## src/rtl/asp_params.svh

```systemverilog
// Purpose: constants for the converter pin interface block
// Assumes: 40 MHz clk_i, pins synchronous to clk_i
// Notes: types live in asp_pkg
// Behaviour
// - Chip select falling starts a transaction, rising ends it.
// - Chip select high: ignore clock and data, no transfer.
// - Serial input bits are sampled on serial clock rising edges.
// - Serial output bits change on serial clock falling edges.
// - Works with clock idling low (0,0) or high (1,1).
// - Serial clock and master clock are unrelated; master clock runs continuously.
// - Output tri-stated with select high and through write or fast commands.
// - Output stays tri-stated when the two address bits mismatch.
// - Serial input transitions are ignored during a read.
// - Mode upper bit selects interrupts (0, default) or modulator data.
// - Mode lower bit selects inactive level: high-Z or driven high.
// - Modulator data leaves synchronous to the analog master clock.
// - Pending power-on or CRC interrupt holds the pin low until cleared.
// - Pin level is read back; it must read high when idle.
// - Clock select decides clock pin input or analog clock output.
// - Analog master clock is master clock divided by prescale factor.
// - Channel selects come from direct register or sequencer register.
// - Reference select 1 drives internal reference onto positive pin.
// - Out-of-range results saturate or carry overload code per format.
// - Each new result gives a data-ready pulse on the interrupt pin. Pulsed only with mode upper bit 0; modulator mode gives none.
`ifndef ASP_PARAMS_SVH
`define ASP_PARAMS_SVH

// Arbitrary neutral device address
`define ASP_DEV_ADDR 2'h1
`define ASP_CMD_TYPE_HI 1
`define ASP_CMD_TYPE_LO 0
`define ASP_CMD_READ 2'h1
`define ASP_CMD_WRITE 2'h2
`define ASP_ADDR_BITS 5'd2
`define ASP_CMD_BITS 5'd8
`define ASP_WORD_BITS 5'd24

`define ASP_IRQ_FN_BIT 1
`define ASP_IRQ_IDLE_BIT 0
`define ASP_CLK_INT_BIT 1
`define ASP_CLK_SEL_ANA_OUT 2'h3

`define ASP_FMT_SAT 2'h0
`define ASP_POS_FULL 24'h7fffff
`define ASP_NEG_FULL 24'h800000
`define ASP_OVL_CODE 24'h800000

`define ASP_FIFO_WIDTH 24
`define ASP_FIFO_DEPTH 8

`define ASP_CLK_PERIOD_NS 25
`define ASP_SCK_MAX_MHZ 20
`define ASP_DRDY_PULSE_NS 100
`define ASP_DRDY_CYC \
  3'((`ASP_DRDY_PULSE_NS + `ASP_CLK_PERIOD_NS - 1) / `ASP_CLK_PERIOD_NS)

`endif

```

## src/rtl/asp_pkg.sv

```systemverilog
// Purpose: shared types of the pin interface block
// Assumes: nothing
// Notes: constants are in asp_params.svh
package asp_pkg;
  typedef enum logic [2:0] {ST_IDLE, ST_CMD, ST_READ, ST_WRITE, ST_SINK} asp_state_t;
endpackage

```

## src/rtl/asp_pin_iface.sv

```systemverilog
// Purpose: serial port, interrupt/modulator pin and clock pin logic
// Assumes: all pins synchronous to clk_i; master clock internal = clk_i/2
// Notes: serial clock is sampled, not used as a clock
`timescale 1ns/1ps
`include "asp_params.svh"
module asp_pin_iface
  import asp_pkg::*;
#(
  parameter logic [1:0] DEV_ADDR = `ASP_DEV_ADDR
)
(
  // Clock and reset
  input wire logic clk_i,
  input wire logic resetn_i,
  // Serial port pins
  input wire logic spi_cs_n_i,
  input wire logic spi_sck_i,
  input wire logic spi_sdi_i,
  output logic spi_sdo_o,
  output logic spi_sdo_oe_o,
  // Interrupt or modulator pin
  input wire logic irq_n_pin_i,
  output logic irq_n_o,
  output logic irq_n_oe_o,
  // Clock pin
  input wire logic mclk_pin_i,
  output logic mclk_o,
  output logic mclk_oe_o,
  // Configuration
  input wire logic [1:0] irq_mode_i,
  input wire logic [1:0] clk_sel_i,
  input wire logic [1:0] prescale_i,
  input wire logic [1:0] data_format_i,
  input wire logic vref_sel_i,
  input wire logic scan_mode_i,
  input wire logic [7:0] input_select_register_i,
  input wire logic [7:0] scan_select_i,
  // Converter core events and data
  input wire logic por_irq_i,
  input wire logic crc_irq_i,
  input wire logic conv_irq_i,
  input wire logic mod_bit_i,
  input wire logic result_valid_i,
  input wire logic [24:0] result_data_i,
  output logic result_ready_o,
  // Core controls and status
  output logic [3:0] mux_pos_o,
  output logic [3:0] mux_neg_o,
  output logic vref_out_en_o,
  output logic analog_master_clock_o,
  output logic irq_idle_high_o,
  output logic [7:0] cmd_o,
  output logic cmd_valid_o,
  output logic [7:0] wr_data_o,
  output logic wr_valid_o
);
  function automatic logic [23:0] fmt_result(input logic [24:0] r, input logic [1:0] f);
    if (r[24] == r[23])
      return r[23:0];
    if (f != `ASP_FMT_SAT)
      return `ASP_OVL_CODE;
    return r[24] ? `ASP_NEG_FULL : `ASP_POS_FULL;
  endfunction

  function automatic logic [2:0] pre_last(input logic [1:0] p);
    return 3'((4'h1 << p) - 4'h1);
  endfunction

  logic cs_q, sck_q, sck_d, sdi_q, mclk_q, mclk_d;
  logic sck_rise, sck_fall, push, pop, reload;
  logic f_valid;
  logic [23:0] f_data;
  logic [7:0] shin;
  asp_state_t st, next_st;
  logic [4:0] bit_cnt, next_bit_cnt;
  logic [7:0] in_sh, next_in_sh;
  logic [23:0] out_sh, next_out_sh;
  logic rise_seen, next_rise_seen, addr_bad, next_addr_bad;
  logic next_sdo, next_sdo_oe, next_cmd_valid, next_wr_valid;
  logic [7:0] next_cmd, next_wr_data;

  // Pins taken as synchronous; one stage for edge detection
  always_ff @(posedge clk_i or negedge resetn_i)
  begin
    if (!resetn_i)
    begin
      cs_q <= 1'b1;
      sck_q <= 1'b0;
      sck_d <= 1'b0;
      sdi_q <= 1'b0;
      mclk_q <= 1'b0;
      mclk_d <= 1'b0;
    end
    else
    begin
      cs_q <= spi_cs_n_i;
      sck_q <= spi_sck_i;
      sck_d <= sck_q;
      sdi_q <= spi_sdi_i;
      mclk_q <= mclk_pin_i;
      mclk_d <= mclk_q;
    end
  end

  assign sck_rise = sck_q & ~sck_d;
  assign sck_fall = ~sck_q & sck_d;
  assign push = result_valid_i & result_ready_o;
  assign shin = {in_sh[6:0], sdi_q};

  asp_fifo #(
    .WIDTH(`ASP_FIFO_WIDTH),
    .DEPTH(`ASP_FIFO_DEPTH)
  ) u_fifo (
    .clk_i(clk_i),
    .resetn_i(resetn_i),
    .in_valid_i(result_valid_i),
    .in_data_i(fmt_result(result_data_i, data_format_i)),
    .in_ready_o(result_ready_o),
    .out_valid_o(f_valid),
    .out_data_o(f_data),
    .out_ready_i(pop)
  );

  always_comb
  begin
    next_st = st;
    next_bit_cnt = bit_cnt;
    next_in_sh = in_sh;
    next_out_sh = out_sh;
    next_rise_seen = rise_seen;
    next_addr_bad = addr_bad;
    next_sdo = spi_sdo_o;
    next_sdo_oe = spi_sdo_oe_o;
    next_cmd = cmd_o;
    next_cmd_valid = 1'b0;
    next_wr_data = wr_data_o;
    next_wr_valid = 1'b0;
    reload = 1'b0;
    pop = 1'b0;
    if (cs_q)
    begin
      // Select high ends any transfer and parks the port
      next_st = ST_IDLE;
      next_sdo_oe = 1'b0;
      next_rise_seen = 1'b0;
      next_bit_cnt = '0;
      next_addr_bad = 1'b0;
    end
    else
    begin
      // In mode 1,1 the first fall precedes any rise and must not shift
      if (sck_rise)
        next_rise_seen = 1'b1;
      unique case (st)
        ST_IDLE:
          next_st = ST_CMD;
        ST_CMD:
        begin
          if (sck_rise)
          begin
            next_in_sh = shin;
            next_bit_cnt = bit_cnt + 5'd1;
            if (bit_cnt == `ASP_ADDR_BITS - 5'd1)
              next_addr_bad = shin[1:0] != DEV_ADDR;
            if (bit_cnt == `ASP_CMD_BITS - 5'd1)
            begin
              next_bit_cnt = '0;
              next_cmd = shin;
              next_cmd_valid = !addr_bad;
              next_sdo_oe = 1'b0;
              if (addr_bad)
                next_st = ST_SINK;
              else if (shin[`ASP_CMD_TYPE_HI:`ASP_CMD_TYPE_LO] == `ASP_CMD_READ)
              begin
                next_st = ST_READ;
                next_sdo_oe = spi_sdo_oe_o;
                reload = 1'b1;
              end
              else if (shin[`ASP_CMD_TYPE_HI:`ASP_CMD_TYPE_LO] == `ASP_CMD_WRITE)
                next_st = ST_WRITE;
              else
                next_st = ST_SINK;
            end
          end
          else if (sck_fall && rise_seen)
          begin
            // Status bit: a result is waiting
            next_sdo = f_valid;
            next_sdo_oe = !addr_bad && (bit_cnt >= `ASP_ADDR_BITS);
          end
        end
        ST_READ:
        begin
          // Input shifter left untouched while reading
          if (sck_fall)
          begin
            next_sdo = out_sh[23];
            next_sdo_oe = 1'b1;
            next_out_sh = {out_sh[22:0], 1'b0};
            next_bit_cnt = bit_cnt + 5'd1;
            if (bit_cnt == `ASP_WORD_BITS - 5'd1)
            begin
              next_bit_cnt = '0;
              reload = 1'b1;
            end
          end
        end
        ST_WRITE:
        begin
          next_sdo_oe = 1'b0;
          if (sck_rise)
          begin
            next_in_sh = shin;
            next_bit_cnt = bit_cnt + 5'd1;
            if (bit_cnt == `ASP_CMD_BITS - 5'd1)
            begin
              next_bit_cnt = '0;
              next_wr_data = shin;
              next_wr_valid = 1'b1;
            end
          end
        end
        ST_SINK:
          next_sdo_oe = 1'b0;
        default:
          next_st = ST_IDLE;
      endcase
    end
    // An empty buffer reads as zeros rather than stalling the host
    if (reload)
    begin
      pop = f_valid;
      next_out_sh = f_valid ? f_data : 24'h0;
    end
  end

  always_ff @(posedge clk_i or negedge resetn_i)
  begin
    if (!resetn_i)
    begin
      st <= ST_IDLE;
      bit_cnt <= '0;
      in_sh <= 8'h0;
      out_sh <= 24'h0;
      rise_seen <= 1'b0;
      addr_bad <= 1'b0;
      spi_sdo_o <= 1'b0;
      spi_sdo_oe_o <= 1'b0;
      cmd_o <= 8'h0;
      cmd_valid_o <= 1'b0;
      wr_data_o <= 8'h0;
      wr_valid_o <= 1'b0;
    end
    else
    begin
      st <= next_st;
      bit_cnt <= next_bit_cnt;
      in_sh <= next_in_sh;
      out_sh <= next_out_sh;
      rise_seen <= next_rise_seen;
      addr_bad <= next_addr_bad;
      spi_sdo_o <= next_sdo;
      spi_sdo_oe_o <= next_sdo_oe;
      cmd_o <= next_cmd;
      cmd_valid_o <= next_cmd_valid;
      wr_data_o <= next_wr_data;
      wr_valid_o <= next_wr_valid;
    end
  end

  // Master clock edges and analog clock divider
  logic mclk_edge, am_rise, mod_q, next_am, next_mod, next_mclk_oe;
  logic [2:0] div_cnt, next_div;
  logic hard, active, next_irq, next_irq_oe, next_idle_high;
  logic [2:0] drdy_cnt, next_drdy;
  logic [3:0] next_pos, next_neg;

  always_comb
  begin
    // Internal clock gives two edges per master period
    mclk_edge = clk_sel_i[`ASP_CLK_INT_BIT] ? 1'b1 : (mclk_q ^ mclk_d);
    next_div = div_cnt;
    next_am = analog_master_clock_o;
    am_rise = 1'b0;
    if (mclk_edge)
    begin
      if (div_cnt >= pre_last(prescale_i))
      begin
        next_div = 3'h0;
        next_am = !analog_master_clock_o;
        am_rise = !analog_master_clock_o;
      end
      else
        next_div = div_cnt + 3'h1;
    end
    next_mod = am_rise ? mod_bit_i : mod_q;
    next_mclk_oe = clk_sel_i == `ASP_CLK_SEL_ANA_OUT;
  end

  always_ff @(posedge clk_i or negedge resetn_i)
  begin
    if (!resetn_i)
    begin
      div_cnt <= 3'h0;
      analog_master_clock_o <= 1'b0;
      mod_q <= 1'b0;
      mclk_o <= 1'b0;
      mclk_oe_o <= 1'b0;
    end
    else
    begin
      div_cnt <= next_div;
      analog_master_clock_o <= next_am;
      mod_q <= next_mod;
      mclk_o <= analog_master_clock_o;
      mclk_oe_o <= next_mclk_oe;
    end
  end

  // Interrupt pin and core selects
  always_comb
  begin
    hard = por_irq_i | crc_irq_i;
    next_drdy = drdy_cnt;
    if (drdy_cnt != 3'h0)
      next_drdy = drdy_cnt - 3'h1;
    if (push)
      next_drdy = `ASP_DRDY_CYC;
    active = hard | conv_irq_i | (drdy_cnt != 3'h0);
    if (irq_mode_i[`ASP_IRQ_FN_BIT])
    begin
      // Power-on and CRC interrupts still override the bitstream
      next_irq = hard ? 1'b0 : mod_q;
      next_irq_oe = 1'b1;
    end
    else if (active)
    begin
      next_irq = 1'b0;
      next_irq_oe = 1'b1;
    end
    else
    begin
      next_irq = 1'b1;
      next_irq_oe = irq_mode_i[`ASP_IRQ_IDLE_BIT];
    end
    // Only meaningful while we are not pulling the pin low
    next_idle_high = irq_n_o ? irq_n_pin_i : irq_idle_high_o;
    next_pos = scan_mode_i ? scan_select_i[7:4] : input_select_register_i[7:4];
    next_neg = scan_mode_i ? scan_select_i[3:0] : input_select_register_i[3:0];
  end

  always_ff @(posedge clk_i or negedge resetn_i)
  begin
    if (!resetn_i)
    begin
      drdy_cnt <= 3'h0;
      irq_n_o <= 1'b1;
      irq_n_oe_o <= 1'b0;
      irq_idle_high_o <= 1'b1;
      mux_pos_o <= 4'h0;
      mux_neg_o <= 4'h0;
      vref_out_en_o <= 1'b0;
    end
    else
    begin
      drdy_cnt <= next_drdy;
      irq_n_o <= next_irq;
      irq_n_oe_o <= next_irq_oe;
      irq_idle_high_o <= next_idle_high;
      mux_pos_o <= next_pos;
      mux_neg_o <= next_neg;
      vref_out_en_o <= vref_sel_i;
    end
  end
endmodule

```

## src/rtl/asp_fifo.sv

```systemverilog
// Purpose: result buffer between converter core and serial port
// Assumes: single clock
// Notes: read data registered; valid drops one cycle after each pop
`timescale 1ns/1ps
module asp_fifo
#(
  parameter int WIDTH = 24,
  parameter int DEPTH = 8
)
(
  // Clock and reset
  input wire logic clk_i,
  input wire logic resetn_i,
  // Fill side
  input wire logic in_valid_i,
  input wire logic [WIDTH-1:0] in_data_i,
  output logic in_ready_o,
  // Drain side
  output logic out_valid_o,
  output logic [WIDTH-1:0] out_data_o,
  input wire logic out_ready_i
);
  localparam int AW = $clog2(DEPTH);
  localparam logic [AW:0] FULL = (AW+1)'(DEPTH);

  logic [WIDTH-1:0] mem [DEPTH];
  logic [AW-1:0] wptr, rptr, next_wptr, next_rptr;
  logic [AW:0] count, next_count;
  logic next_ready, next_valid, push, pop;

  always_comb
  begin
    push = in_valid_i & in_ready_o;
    pop = out_ready_i & out_valid_o & (count != '0);
    next_wptr = push ? AW'(wptr + 1'b1) : wptr;
    next_rptr = pop ? AW'(rptr + 1'b1) : rptr;
    next_count = count;
    if (push && !pop)
      next_count = count + 1'b1;
    else if (pop && !push)
      next_count = count - 1'b1;
    next_ready = next_count != FULL;
    // Hide stale head until it is refetched
    next_valid = (count != '0) && !pop;
  end

  always_ff @(posedge clk_i or negedge resetn_i)
  begin
    if (!resetn_i)
    begin
      wptr <= '0;
      rptr <= '0;
      count <= '0;
      in_ready_o <= 1'b0;
      out_valid_o <= 1'b0;
      out_data_o <= '0;
    end
    else
    begin
      wptr <= next_wptr;
      rptr <= next_rptr;
      count <= next_count;
      in_ready_o <= next_ready;
      out_valid_o <= next_valid;
      out_data_o <= mem[rptr];
    end
  end

  always_ff @(posedge clk_i)
  begin
    if (push)
      mem[wptr] <= in_data_i;
  end
endmodule

```

## config.mk

```make
export PLATFORM = sky130hd
export DESIGN_NAME = asp_pin_iface
export DESIGN_NICKNAME = d
export VERILOG_FILES = /design/src/rtl/asp_pkg.sv /design/src/rtl/asp_pin_iface.sv /design/src/rtl/asp_fifo.sv
export VERILOG_INCLUDE_DIRS = /design/src /design/src/rtl
export SDC_FILE = /design/constraint.sdc
export NUM_CORES = 1
export LEC_CHECK = 0
export ABC_AREA = 0
export BUFFER_PORTS_ARGS = -buffer_cell sky130_fd_sc_hd__clkbuf_2
export CAP_MARGIN = 20
export CORE_MARGIN = 1.5
export CORE_UTILIZATION = 50
export CTS_CLUSTER_SIZE = 40
export DETAILED_ROUTE_END_ITERATION = 10
export GPL_TIMING_DRIVEN = 0
export PLACE_DENSITY = 0.68
export SLEW_MARGIN = 20
export SYNTH_ARGS = -nofsm -noshare
export SYNTH_HDL_FRONTEND = slang
export SYNTH_SLANG_ARGS = --single-unit
```

## constraint.sdc

```tcl
create_clock -name clk_i -period 4.1 [get_ports clk_i]
set_clock_uncertainty 0.1 [all_clocks]
set_input_delay 0.82 -clock clk_i [delete_from_list [all_inputs] [get_ports clk_i]]
set_output_delay 0.82 -clock clk_i [all_outputs]
set_load 0.02 [all_outputs]
```

==> results.md, run 1 <==
- The placeable core area is about 0.025 mm².
- The share of async-settable or async-resettable flops after synthesis is roughly two fifths.
- The count of cells in the finished layout, fillers not included, comes to 1276.
- The flow ran to the end, and the final reports show no timing, DRC or antenna violations.
- The worst-case setup margin in the final layout is roughly 1200 ps.
- Sequential cells burn 49.1% of the power.
- Summed over all nets, the switching power comes to 2.012 mW.
- The detailed router placed 6941 vias in this run.
- The worst slew margin relative to its limit is 34.56%.
- The clock tree synthesis step divided the H-tree into 2 levels.
- The fmax is 349.9 MHz.
- The post-CTS setup buffer count is 0.
- The floorplan die width is 162.0 µm.
- The share of the synthesized area in the top cell type is 45.59%.
- The synthesized net count is 843.
- In this run, placement finished with an instance count of 1214.
- In the final timing run, aggregate negative setup slack is 0 ps.
- The number of cells produced by synthesis is between 700 and 800.
- The proportion of power drawn by combinational gates is 12.7%.
- The switching power share of the total is 24.26%.
- Fill cells in the final layout number 1886.
- The number of clock buffers added by TritonCTS is 34.
- The analysis attributes to cell leakage a power of 5.918 nW.
- The later pin in the worst-skew pair is clocked with a latency of 510 ps.
- The number of max-cap violations is 0.
- The initial antenna violation count is 0.
- Setup repair after global routing left no endpoint under its margin.
- The worst register-to-register path has a setup slack of 1240 ps.
- The max-slew violation count is 0.
- The count of routing violations after the opening detailed-route iteration is 443.
- The hold violation total from the final report is 0.
- Averaged over all synthesized cells, the footprint is 16.53 µm².
- The worst hold-check path type is in2async.
- In this run the worst path has a maximum fanout of 10.
- IR analysis of the VDD net gives a maximum drop of 0.0003854 V.
- For this block, the routed nets add up to 25020 µm of wire.
- The clock root buffer is clkbuf_16.
- The final routed wire length divided by cell count is 19.60 µm.
- The number of flip-flops and latches in the synthesized netlist is around 320.
- The number of rows created at floorplan is 58.
- The fraction of the cycle the final worst path needs is 69.71%.
- The count of input and output buffers is 97.
- The post-route netlist has 31.71% of its cells at a drive strength greater than 1.
- The via count of the first global-routing pass came to a little over 7k.
- Counting flops with a built-in enable in the synthesized netlist gives 192.
- The arrival time at the worst endpoint is 3160 ps.
- The maximum count of clock buffers along a single path is 3.
- During synthesis, Yosys emitted a total of 0 warnings.
- The weighted congestion at the end of routability-driven global placement is 0.8464.
- The most used flip-flop cell after synthesis is edfxtp_1.
- The total non-filler cell area in the finished layout is 0.01502 mm².
- The largest single stage delay on the critical path is 640 ps.
- The most common cell in the synthesized netlist is edfxtp_1.
- The synthesized netlist contains 52 unique library cells.
- At the end of the flow, the number of nets in the layout was 998.
- For this run, design rule violations remaining after detail routing come to 0.
- The pin count of the biggest net entering global routing is between 80 and 90.
- Gates resized during post-CTS repair numbered 0.
- The tree built by TritonCTS fans out to 317 sinks.
- STA classifies the critical path startpoint as a register.
- For the pin with the worst max-slew slack, the measured transition is just under 1000 ps.
- The number of hold-repair buffers added at the cts stage is 0.
- The detail-routed via count per cell is 5.440.
- The worst slack after detailed placement is 1043 ps.
- The data required time at the worst endpoint is 4400 ps.
- The die covers 0.02626 mm².
- After clock tree synthesis, the clock-pin slew on the worst setup and hold paths is roughly 60 ps.
- The internal power contribution is approximately 6.3 mW.
- Setup violations remaining at the end of the flow were counted as 0.
- 0 antenna diodes ended up in the layout.
- The count of TritonRoute iterations in the first routing pass is 4.
- The initial core utilization is 50.51%.
- The signal on the critical path passes through clkbuf_1 -> nor3b_2 -> nand4_1 -> a211oi_4 -> nor3_1 -> or3_1 -> and2_1.
- The number of cells traversed by the worst register-to-register path is 7.
- The clock network is responsible for 38.2% of the overall power.
- TritonCTS built the clock tree.
- The post-synthesis to final-layout area growth is 18.76%.
- The power density over the cells is 552.3 mW/mm².
- The worst flop-to-flop path endpoint is u_fifo.count[3].
- The combined area of all synthesized cells is 0.01265 mm².
- After layout, the minimum clock period comes to between 2000 and 3000 ps.
- The detail route stage leaves a number of antenna-violating nets equal to 0.
- The startpoint of the worst register-to-register path is st[2].
- After synthesis, the cell types taking the most area are edfxtp_1 46%, dfrtp_1 24%, mux4_2 8.5%.
- The first global-routing pass estimated 39360 µm of wire.
- The critical path is of the reg2reg type.
- The total chip power is between 8 and 9 mW.
- During I/O placement, the number of pins put on the boundary was 99.
- The residual overflow from global routing is 0.
- The commonest cells after synthesis are 192 x edfxtp_1, 122 x dfrtp_1, 56 x mux2_2.
- The die height is roughly 160 µm.
- The all-layer global routing usage is 19.84%.
- Sequential elements use 70.35% of the synthesized area.
- The kind of end point of the critical path is a register.
- The placement-stage cell area is about 0.014 mm².
- The slowest stage cell on the critical path is a211oi_4.
- The cell type contributing the most total cell area after synthesis is edfxtp_1.
- The half-perimeter wire length after placement is 16490 µm.
stage by stage:
stage / hold slack (ps) / utilization (%)
final: 120.1 / 59.99
after CTS: 119.9 / 59.99
after floorplan: 271.5 / -
after global routing: 141.0 / 59.99
after global placement: 284.5 / 54.10
after detailed placement: 289.5 / 55.30
worst max-delay path, delay by kind of cell, from the launching register on:
family,cells,cell delay [ps]
flops,1,370
simple gates,5,1420
compound gates,1,640
buf+inv,1,210
worst max path at each step:
stage / startpoint / endpoint / slack (ps) / cells after the start
finish: st[2] / u_fifo.count[3] / 1240 / 7
global route: st[2] / out_sh[2] / 1010 / 7
CTS: u_fifo.rptr[0] / u_fifo.out_data_o[8] / 1190 / 5
detailed placement: result_valid_i / u_fifo.mem[1][13] / 1040 / 7
global placement: result_valid_i / u_fifo.mem[0][6] / -2300 / 4
floorplan: result_valid_i / u_fifo.mem[0][0] / 120 / 3
cell type report:
type / instances / area, µm² / area share, %
plain buffers: 36 / 142.6 / 0.9497
clock buffers: 51 / 1018 / 6.781
clock inverters: 11 / 155.1 / 1.033
inverters: 18 / 67.56 / 0.4499
multi-input cells: 394 / 3588 / 23.89
flip-flops and latches: 317 / 8897 / 59.24
well taps: 330 / 412.9 / 2.749
repair buffers: 119 / 737.0 / 4.907
sequential cells by signal, summed over array words and instances (netlist names), 4 cells and up:
signal / flops
in_sh: 7
cmd_o: 8
mux_pos_o: 4
u_fifo.out_data_o: 24
out_sh: 24
bit_cnt: 5
wr_data_o: 8
u_fifo.count: 4
u_fifo.mem: 192
mux_neg_o: 4
metal layers:
layer | global-route usage, % | vias to the layer above | wire (µm)
met1 | 27.50 | 3506 | 11190
met5 | 0 | - | 0
met3 | 3.269 | 44 | 1014
met4 | 5.963 | 0 | 462
li1 | - | 3220 | -
met2 | 32.64 | 171 | 12340
power groups by stage:
stage / sequential [mW] / combinational, mW / clock, mW
after floorplan: 4.13 / 0.592 / 0
after global placement: 4.15 / 0.915 / 0
after detailed placement: 4.14 / 1.06 / 0
after CTS: 4.08 / 1.07 / 3.22
after global routing: 4.12 / 1.18 / 3.34
final: 4.07 / 1.05 / 3.17
kinds of logic (layout without fill, tap and decap cells):
group / after synthesis / after routing / synth area share (%)
XOR/XNOR: 12 / 12 / 0.8310
flip-flops: 317 / 317 / 70.35
multiplexers: 106 / 106 / 13.69
adder cells (fa/ha/maj): 15 / 15 / 1.484
buffers and inverters: 54 / 235 / 1.662
AO/OA/AOI/OAI: 105 / 105 / 5.718
AND/OR/NAND/NOR: 156 / 156 / 6.262
cells in the final DEF (no fill, tap or decap), types with 7 or more instances in the layout:
| cell type | instances |
|---|---|
| a221o_1 | 13 |
| dfrtp_1 | 122 |
| mux2_2 | 56 |
| inv_1 | 18 |
| buf_1 | 8 |
| buf_4 | 12 |
| clkbuf_2 | 96 |
| a21oi_1 | 30 |
| nand2_1 | 42 |
| buf_2 | 10 |
| clkbuf_16 | 37 |
| a21o_1 | 25 |
| o21ai_0 | 16 |
| clkbuf_1 | 32 |
| mux4_2 | 48 |
| edfxtp_1 | 192 |
| nand2b_1 | 12 |
| ha_1 | 15 |
| nor2_1 | 41 |
| xnor2_1 | 7 |
| nor2b_1 | 17 |
Power figures use the tool's default switching activity.
==> run 2: changes to the inputs <==
--- a/config.mk
+++ b/config.mk
@@ -6,7 +6,7 @@
 export SDC_FILE = /design/constraint.sdc
 export NUM_CORES = 1
 export LEC_CHECK = 0
-export ABC_AREA = 0
+export ABC_AREA = 1
 export BUFFER_PORTS_ARGS = -buffer_cell sky130_fd_sc_hd__clkbuf_2
 export CAP_MARGIN = 20
 export CORE_MARGIN = 1.5
==> constraint.sdc (replaced) <==
create_clock -name clk_i -period 2.8 [get_ports clk_i]
set_clock_uncertainty 0.1 [all_clocks]
set_input_delay 0.56 -clock clk_i [delete_from_list [all_inputs] [get_ports clk_i]]
set_output_delay 0.56 -clock clk_i [all_outputs]
set_load 0.02 [all_outputs]
==> results.md, run 2 <==
- The run finished with clean final reports.
- The source-to-sink clock delay at the later pin of the worst-skew pair is 520 ps.
- Measured along the x axis, the die boundary spans 163.6 µm.
- The pin count of the biggest net entering global routing is 94.
- The first global-routing pass estimated 44460 µm of wire.
- The number of nets handed over by synthesis was 1217.
- STA puts the critical path data required time at 3070 ps.
- The residual overflow from global routing is 0.
- The number of nets in the layout is 1361.
- The largest single stage delay on the critical path is 480 ps.
- Of all nets on the critical path, the largest fanout is 10.
- More flip-flops sit in one register than any other, and that register is u_fifo.mem.
- In the post-synthesis netlist, the biggest area contributors are edfxtp_1 45%, dfrtp_1 24%, o21ai_0 6.4%.
- Yosys instantiated no cell more often than nor2_1.
- The post-CTS setup buffer count is 0.
- The H-tree generated during clock tree synthesis spans 2 levels.
- Averaged over all synthesized cells, the footprint is 11.33 µm².
- Yosys mapped the design onto 44 distinct sky130hd cell types.
- The all-layer global routing usage is 21.71%.
- Routability-driven placement finished with a final weighted congestion of 0.8044.
- The final routed wire length divided by cell count is 17.19 µm.
- In the synthesized netlist, the cells that appear most often are 194 x nor2_1, 192 x edfxtp_1, 164 x o21ai_0.
- The post-layout minimum cycle time is 2410 ps.
- STA classifies the critical path startpoint as a register.
- The worst slew margin relative to its limit is 29.55%.
- For this design the top-level I/O count stands at slightly below 100.
- The hold violation total from the final report is 0.
- The die height is 163.6 µm.
- The number of buffers inserted during clock tree synthesis is 34.
- On the critical path, the stage with the largest delay is an instance of clkbuf_1.
- The fraction of the cycle the final worst path needs is a little under nine tenths.
- The worst hold-check path type is in2reg.
- The multi-input logic area is 0.003502 mm².
- Of all cell types, the one taking the most synthesized area is edfxtp_1.
- The finished cells cover between 0.015 and 0.02 mm².
- The leakage component of the power is 6.171 nW.
- The initial antenna violation count is 0.
- The dominant synthesized flop cell is edfxtp_1.
- The number of rows created at floorplan is 58.
- For this run, the detailed router's first-pass iteration total came to 5.
- The power density over the cells is 803.3 mW/mm².
- The register with the most flip-flops in the layout has 192 of them.
- The overall die area is around 0.027 mm².
- The initial core utilization is about half.
- The wire-length estimate of the detail-placed layout is 19090 µm.
- The worst setup path is captured at a register.
- The worst setup path is of the reg2reg kind.
- The count of flip-flops with a built-in enable after synthesis is 192.
- The actual slew at the worst max-slew pin is roughly 1000 ps.
- The register area share after synthesis is just under 70%.
- The count of input and output buffers is 97.
- The fill cell instance count of the final layout is just under 2k.
- The share of final-layout standard cells stronger than drive strength 1 is 16.44%.
- The clock root buffer is clkbuf_16.
- Before CTS, the worst setup slack after placement is 167.3 ps.
- The combined area of all synthesized cells is 0.01290 mm².
- The detailed-route via count is 8772.
- The post-detailed-route count of antenna-violating nets is 0.
- The overall routed net length is 28160 µm.
- The count of inserted antenna diode cells is 0.
- The register area is ~0.009 mm².
- The count of final setup violators is 0.
- Summing all placed instances gives a cell area of around 0.014 mm².
- The number of max-cap violations is 0.
- The synthesized design contains 317 register bits.
- The share of the synthesized area in the top cell type is about 45%.
- The via count of the first global-routing pass is 8520.
- Once routing completed, OpenROAD measured the worst setup slack at between 300 and 400 ps.
- In the routed design, unresolved DRC markers number 0.
- The CTS clock-pin slew for the worst setup and hold paths is approximately 60 ps.
- The most common library cell in the layout ignoring fill and taps is edfxtp_1.
- Setup repair after global routing left no endpoint under its margin.
- The max-slew violation count is 0.
- The worst-case vdd ir drop is 0.0005113 V.
- The total of warnings raised by yosys is 0.
- The share of async-settable or async-resettable flops after synthesis is roughly 40%.
- The clock tree from TritonCTS is yes.
- Leaving out fill and tap cells, the most frequent cells in the layout are 192 x edfxtp_1, 186 x nor2_1, 164 x o21ai_0, 125 x nand2_1, 122 x dfrtp_1.
- Counting every sink on the clock net gives 317.
- The fmax is just over 400 MHz.
- The number of cells produced by synthesis is 1139.
- The arrival time at the worst endpoint is 2680 ps.
- The signal on the critical path passes through buf_2 -> inv_1 -> buf_2 -> clkbuf_1 -> nor2_1 -> o22ai_1 -> nor2_1 -> a31oi_1.
- In the final layout, the registers with the most flip-flops are u_fifo.mem: 192 flops, out_sh: 24 flops, u_fifo.out_data_o: 24 flops.
- For this block, the initial DRC count from the detailed router was roughly 750.
- The detail-routed via count per cell is 5.355.
- The core region is 0.02525 mm².
- The area growth from synthesis to layout is 17.78%.
- The maximum count of clock buffers along a single path is 3.
## run 2: changes by cell type in the layout (fill, tap and decap cells not counted), moves of 41 or more
cell,delta
inv_1,+65
mux2_2,-45
mux4_2,-48
nand2_1,+83
nand3_1,+41
nor2_1,+145
o21ai_0,+148
## run 2: report_power, final
| group | switching (mW) | total [mW] | internal [mW] | leakage [nW] |
|---|---|---|---|---|
| Sequential | 0.306 | 6.07 | 5.77 | 3.34 |
| Clock | 1.78 | 4.26 | 2.49 | 0.516 |
| Combinational | 1.20 | 1.87 | 0.663 | 2.31 |
| Total | 3.29 | 12.2 | 8.92 | 6.17 |
## run 2: routing by layer
| layer | vias up | wire (µm) | global-route usage, % |
|---|---|---|---|
| li1 | 4225 | - | - |
| met1 | 4176 | 11860 | 27.85 |
| met2 | 323 | 13930 | 37.73 |
| met3 | 48 | 1686 | 2.869 |
| met4 | 0 | 684 | 7.851 |
| met5 | - | 0 | 0 |
## run 2: critical path: cells and delay by family (launching register included)
kind	cells	cell delay (ps)
DFF	1	390
and+or+nand+nor	2	150
AOI/OAI and AO/OA	2	560
buffers and inverters	4	1060
## run 2: kinds of logic (layout without fill, tap and decap cells)
kind of cell / after synthesis / after routing / synth area share (%)
simple gates: 399 / 399 / 13.31
buf+inv: 144 / 313 / 4.364
flops: 317 / 317 / 68.96
xor+xnor: 7 / 7 / 0.4752
mux: 12 / 12 / 1.038
fa+ha+maj: 15 / 15 / 1.455
compound gates: 245 / 245 / 10.40
## run 2: final timing paths
| check | startpoint | to | cells after the start | slack, ps |
|---|---|---|---|---|
| min reg2reg | mclk_q | mclk_d | 0 | 300 |
| min in group asynchronous | resetn_i | wr_data_o[0] | 2 | 410 |
| max reg2reg | u_fifo.rptr[0] | u_fifo.out_data_o[9] | 8 | 390 |
| max | u_fifo.rptr[0] | u_fifo.out_data_o[9] | 8 | 390 |
| min | spi_cs_n_i | cs_q | 1 | 30 |
| max in group asynchronous | resetn_i | out_sh[10] | 3 | 1450 |
## run 2: through the flow
stage          std cells  hold WS, ps  setup TNS (ps)  util [%]  power [mW]
2_1_floorplan       1139        164.4               0         -       7.255
3_3_place_gp        1566        290.2         -251540     54.65       7.765
3_5_place_dp        1575        297.1               0     55.90       8.030
4_1_cts             1637        17.81               0     60.15       12.29
5_1_grt             1638        11.47               0     60.17       12.78
6_report            1638        32.20               0     60.17       12.21
## run 2: final cells by class
cell class / count / share of cell area (%)
clock inverters: 14 / 0.7410
well taps: 330 / 2.717
inverters: 91 / 2.248
multi-input cells: 678 / 23.05
repair buffers: 108 / 4.981
clock buffers: 47 / 6.258
flip-flops and latches: 317 / 58.55
plain buffers: 53 / 1.457
## run 2: repair_timing
item | CTS | global route
hold buffers | 1 | 0
hold endpoints to repair | 31 | 0
gates resized for setup | 0 | 0
==> run 3: changes to the inputs <==
--- a/config.mk
+++ b/config.mk
@@ -9,6 +9,7 @@
 export ABC_AREA = 1
 export BUFFER_PORTS_ARGS = -buffer_cell sky130_fd_sc_hd__clkbuf_2
 export CAP_MARGIN = 20
+export CORE_ASPECT_RATIO = 0.7
 export CORE_MARGIN = 1.5
 export CORE_UTILIZATION = 50
 export CTS_CLUSTER_SIZE = 40
==> results.md, run 3 (synthesis gave the netlist of run 2 again) <==
- The flow ran to the end, and the final reports show no timing, DRC or antenna violations.
- The initial antenna violation count is 0.
- The register with the most flip-flops in the layout has around 190 of them.
- The pin count of the biggest net entering global routing is 69.
- STA classifies the critical path endpoint as a register.
- Power comes to ~12 mW.
- The tightest min-delay check is of the in2reg type.
- The proportion of power drawn by combinational gates is 16.1%.
- The largest single stage delay on the critical path is 520 ps.
- Counting every sink on the clock net gives 317.
- The area growth from synthesis to layout is 16.68%.
- Summed over all layers, the global routing overflow is 0.
- The weighted congestion at the end of routability-driven global placement is 0.8271.
- The total net switching power is 3.172 mW.
- The die is 137.4 µm tall.
- The wire length of the first global-routing pass is 45600 µm.
- The worst register-to-register path begins at u_fifo.rptr[0].
- The via count of the first global-routing pass came to 8336.
- The count of input and output buffers is 97.
- The detailed-route via count is ~9k.
- STA puts the critical path data arrival time at 2730 ps.
- In this run, CTS created clock tree buffers numbering 29.
- In the final design database the tool counted ~1.4k nets.
- The tree is rooted in a clkbuf_16.
- The count of inserted antenna diode cells is 0.
- Once the floorplan was initialized, standard cells occupied roughly half of the core.
- The worst register-to-register path ends at u_fifo.out_data_o[14].
- The die covers around 0.027 mm².
- The fill cell instance count of the final layout is 1932.
- The source-to-sink clock delay at the later pin of the worst-skew pair is 540 ps.
- For the finished layout, the period the worst path requires is 2417 ps.
- The placement-stage cell area is 0.01410 mm².
- After floorplanning, the core was divided into 48 placement rows.
- The number of max-cap violations is 0.
- In this run the power density over the cells is 785.1 mW/mm².
- TritonCTS built the clock tree.
- The number of I/O pins is 99.
- The start point of the critical path is u_fifo.rptr[0].
- The most critical setup path has its endpoint at u_fifo.out_data_o[14].
- STA puts the critical path data required time at 3110 ps.
- The worst slew margin relative to its limit is between 30% and 40%.
- The placeable core area is between 0.02 and 0.025 mm².
- The actual slew at the worst max-slew pin is about 1000 ps.
- The fraction of the cycle the final worst path needs is 86.30%.
- The overall routed net length is approximately 29000 µm.
- The slack of the worst reg-to-reg path is 380 ps.
- The first routing iteration left 915 violations.
- The worst-case vdd ir drop is 0.0006197 V.
- The max-slew violation count is 0.
- Traced cell by cell, the critical path runs through buf_2 -> inv_1 -> buf_2 -> clkbuf_1 -> nor2_1 -> o22ai_1 -> nor2_1 -> a31oi_1.
- Leaving out fill and tap cells, the most frequent cell in the layout is edfxtp_1.
- The post-CTS setup buffer count is 0.
- Setup violations remaining at the end of the flow were counted as 0.
- The largest registers in the layout are u_fifo.mem: 192 flops, out_sh: 24 flops, u_fifo.out_data_o: 24 flops.
- The clock network burns approximately 33% of the power.
- The internal power of the cells totals just under 9 mW.
- In the final layout, the multi-input gates occupy 0.003502 mm².
- The leakage component of the power is 6.112 nW.
- For this run, the total global-route usage over all layers was measured as 22.21%.
- The post-detailed-route count of antenna-violating nets is 0.
- The largest fanout of any net on the critical path is 10.
- The fmax is 413.8 MHz.
- In this run the number of H-tree levels came out at 1.
- With fillers left out, the area of the finished cells amounts to 0.01505 mm².
- Along the worst hold path, the cell count comes to 1.
- The count of TritonRoute iterations in the first routing pass is 5.
- Clock-pin slew was measured on the worst setup and hold paths at 60 ps.
- For the worst flop-to-flop path, the logic depth is 8.
- The hold violation total from the final report is 0.
- Setup repair after global routing left no endpoint under its margin.
- The half-perimeter wire length after placement is between 20000 and 25000 µm.
- In the final routed layout, each cell accounts on average for 17.89 µm.
- Cells with a size suffix above 1 make up 16.15% of the layout.
- Ranked by flip-flop count, first place goes to u_fifo.mem.
- In the final layout, flip-flops and latches occupy approximately 0.0089 mm².
- Per report_power, the sequential group accounts for between 50% and 60% of the total.
- The type of the setup path with the least slack is reg2reg.
- The number of remaining DRC errors is 0.
- In the layout the commonest cells are 192 x edfxtp_1, 186 x nor2_1, 163 x o21ai_0, 125 x nand2_1, 122 x dfrtp_1.
- The clock passes through at most 3 buffers.
- The slowest stage of the critical path is the clkbuf_1 cell.
- Measured along the x axis, the die boundary spans around 200 µm.
- The critical path launch point type is a register.
- Net switching is 26.84% of the power.
- Dividing the detail-routed via count by the number of cells gives roughly 5.5.
[run 3: worst min-delay path by stage]
| stage | startpoint | endpoint | slack [ps] |
|---|---|---|---|
| 6_report | vref_sel_i | vref_out_en_o | 30 |
| 5_1_grt | vref_sel_i | vref_out_en_o | 10 |
| 4_1_cts | vref_sel_i | vref_out_en_o | 8 |
| 3_5_place_dp | sck_q | sck_d | 290 |
| 3_3_place_gp | mclk_q | mclk_d | 280 |
| 2_1_floorplan | resetn_i | addr_bad | 160 |
[run 3: routing by layer]
metal,wire [µm],vias to the layer above,GRT usage [%],part of all wire [%]
met3,2374,43,3.647,8.2
li1,-,4206,-,-
met5,0,-,0,0
met1,13640,4276,33.80,47
met2,12460,356,33.41,43
met4,589,0,5.599,2.0
[run 3: layout make-up]
cell class / count / area share (%)
Clock buffer: 44 / 5.768
Clock inverter: 9 / 0.4654
Buffer: 53 / 1.471
Timing Repair Buffer: 108 / 4.962
Multi-Input combinational cell: 678 / 23.26
Inverter: 91 / 2.269
Tap cell: 325 / 2.701
Sequential cell: 317 / 59.10
[run 3: power by group through the flow]
stage	combinational [mW]	sequential (mW)	clock [mW]
final	1.90	6.06	3.86
after global routing	2.13	6.13	4.10
after CTS	1.91	6.06	3.91
after detailed placement	1.90	6.14	0
after global placement	1.64	6.16	0
after floorplan	1.11	6.15	0
[run 3: what timing repair did]
item,in CTS,in global routing
endpoints found under the hold margin,56,0
hold buffers,2,0
resized for setup,0,0
[run 3: stage by stage]
| step | std cells | hold slack (ps) | worst slack [ps] | TNS [ps] | utilization, % |
|---|---|---|---|---|---|
| finish | 1625 | 30.88 | 383.5 | 0 | 60.26 |
| floorplan | 1139 | 164.4 | 258.7 | 0 | - |
| global route | 1625 | 10.68 | 305.8 | 0 | 60.26 |
| CTS | 1625 | 7.824 | 428.7 | 0 | 60.26 |
| global placement | 1561 | 284.8 | -1011 | -267520 | 55.21 |
| detailed placement | 1570 | 293.7 | 231.3 | 0 | 56.42 |
[run 3: critical path, delay by kind of cell (launching register included)]
family | cells | cell delay (ps)
buffers and inverters | 4 | 1080
AOI/OAI and AO/OA | 2 | 560
DFF | 1 | 400
and+or+nand+nor | 2 | 150
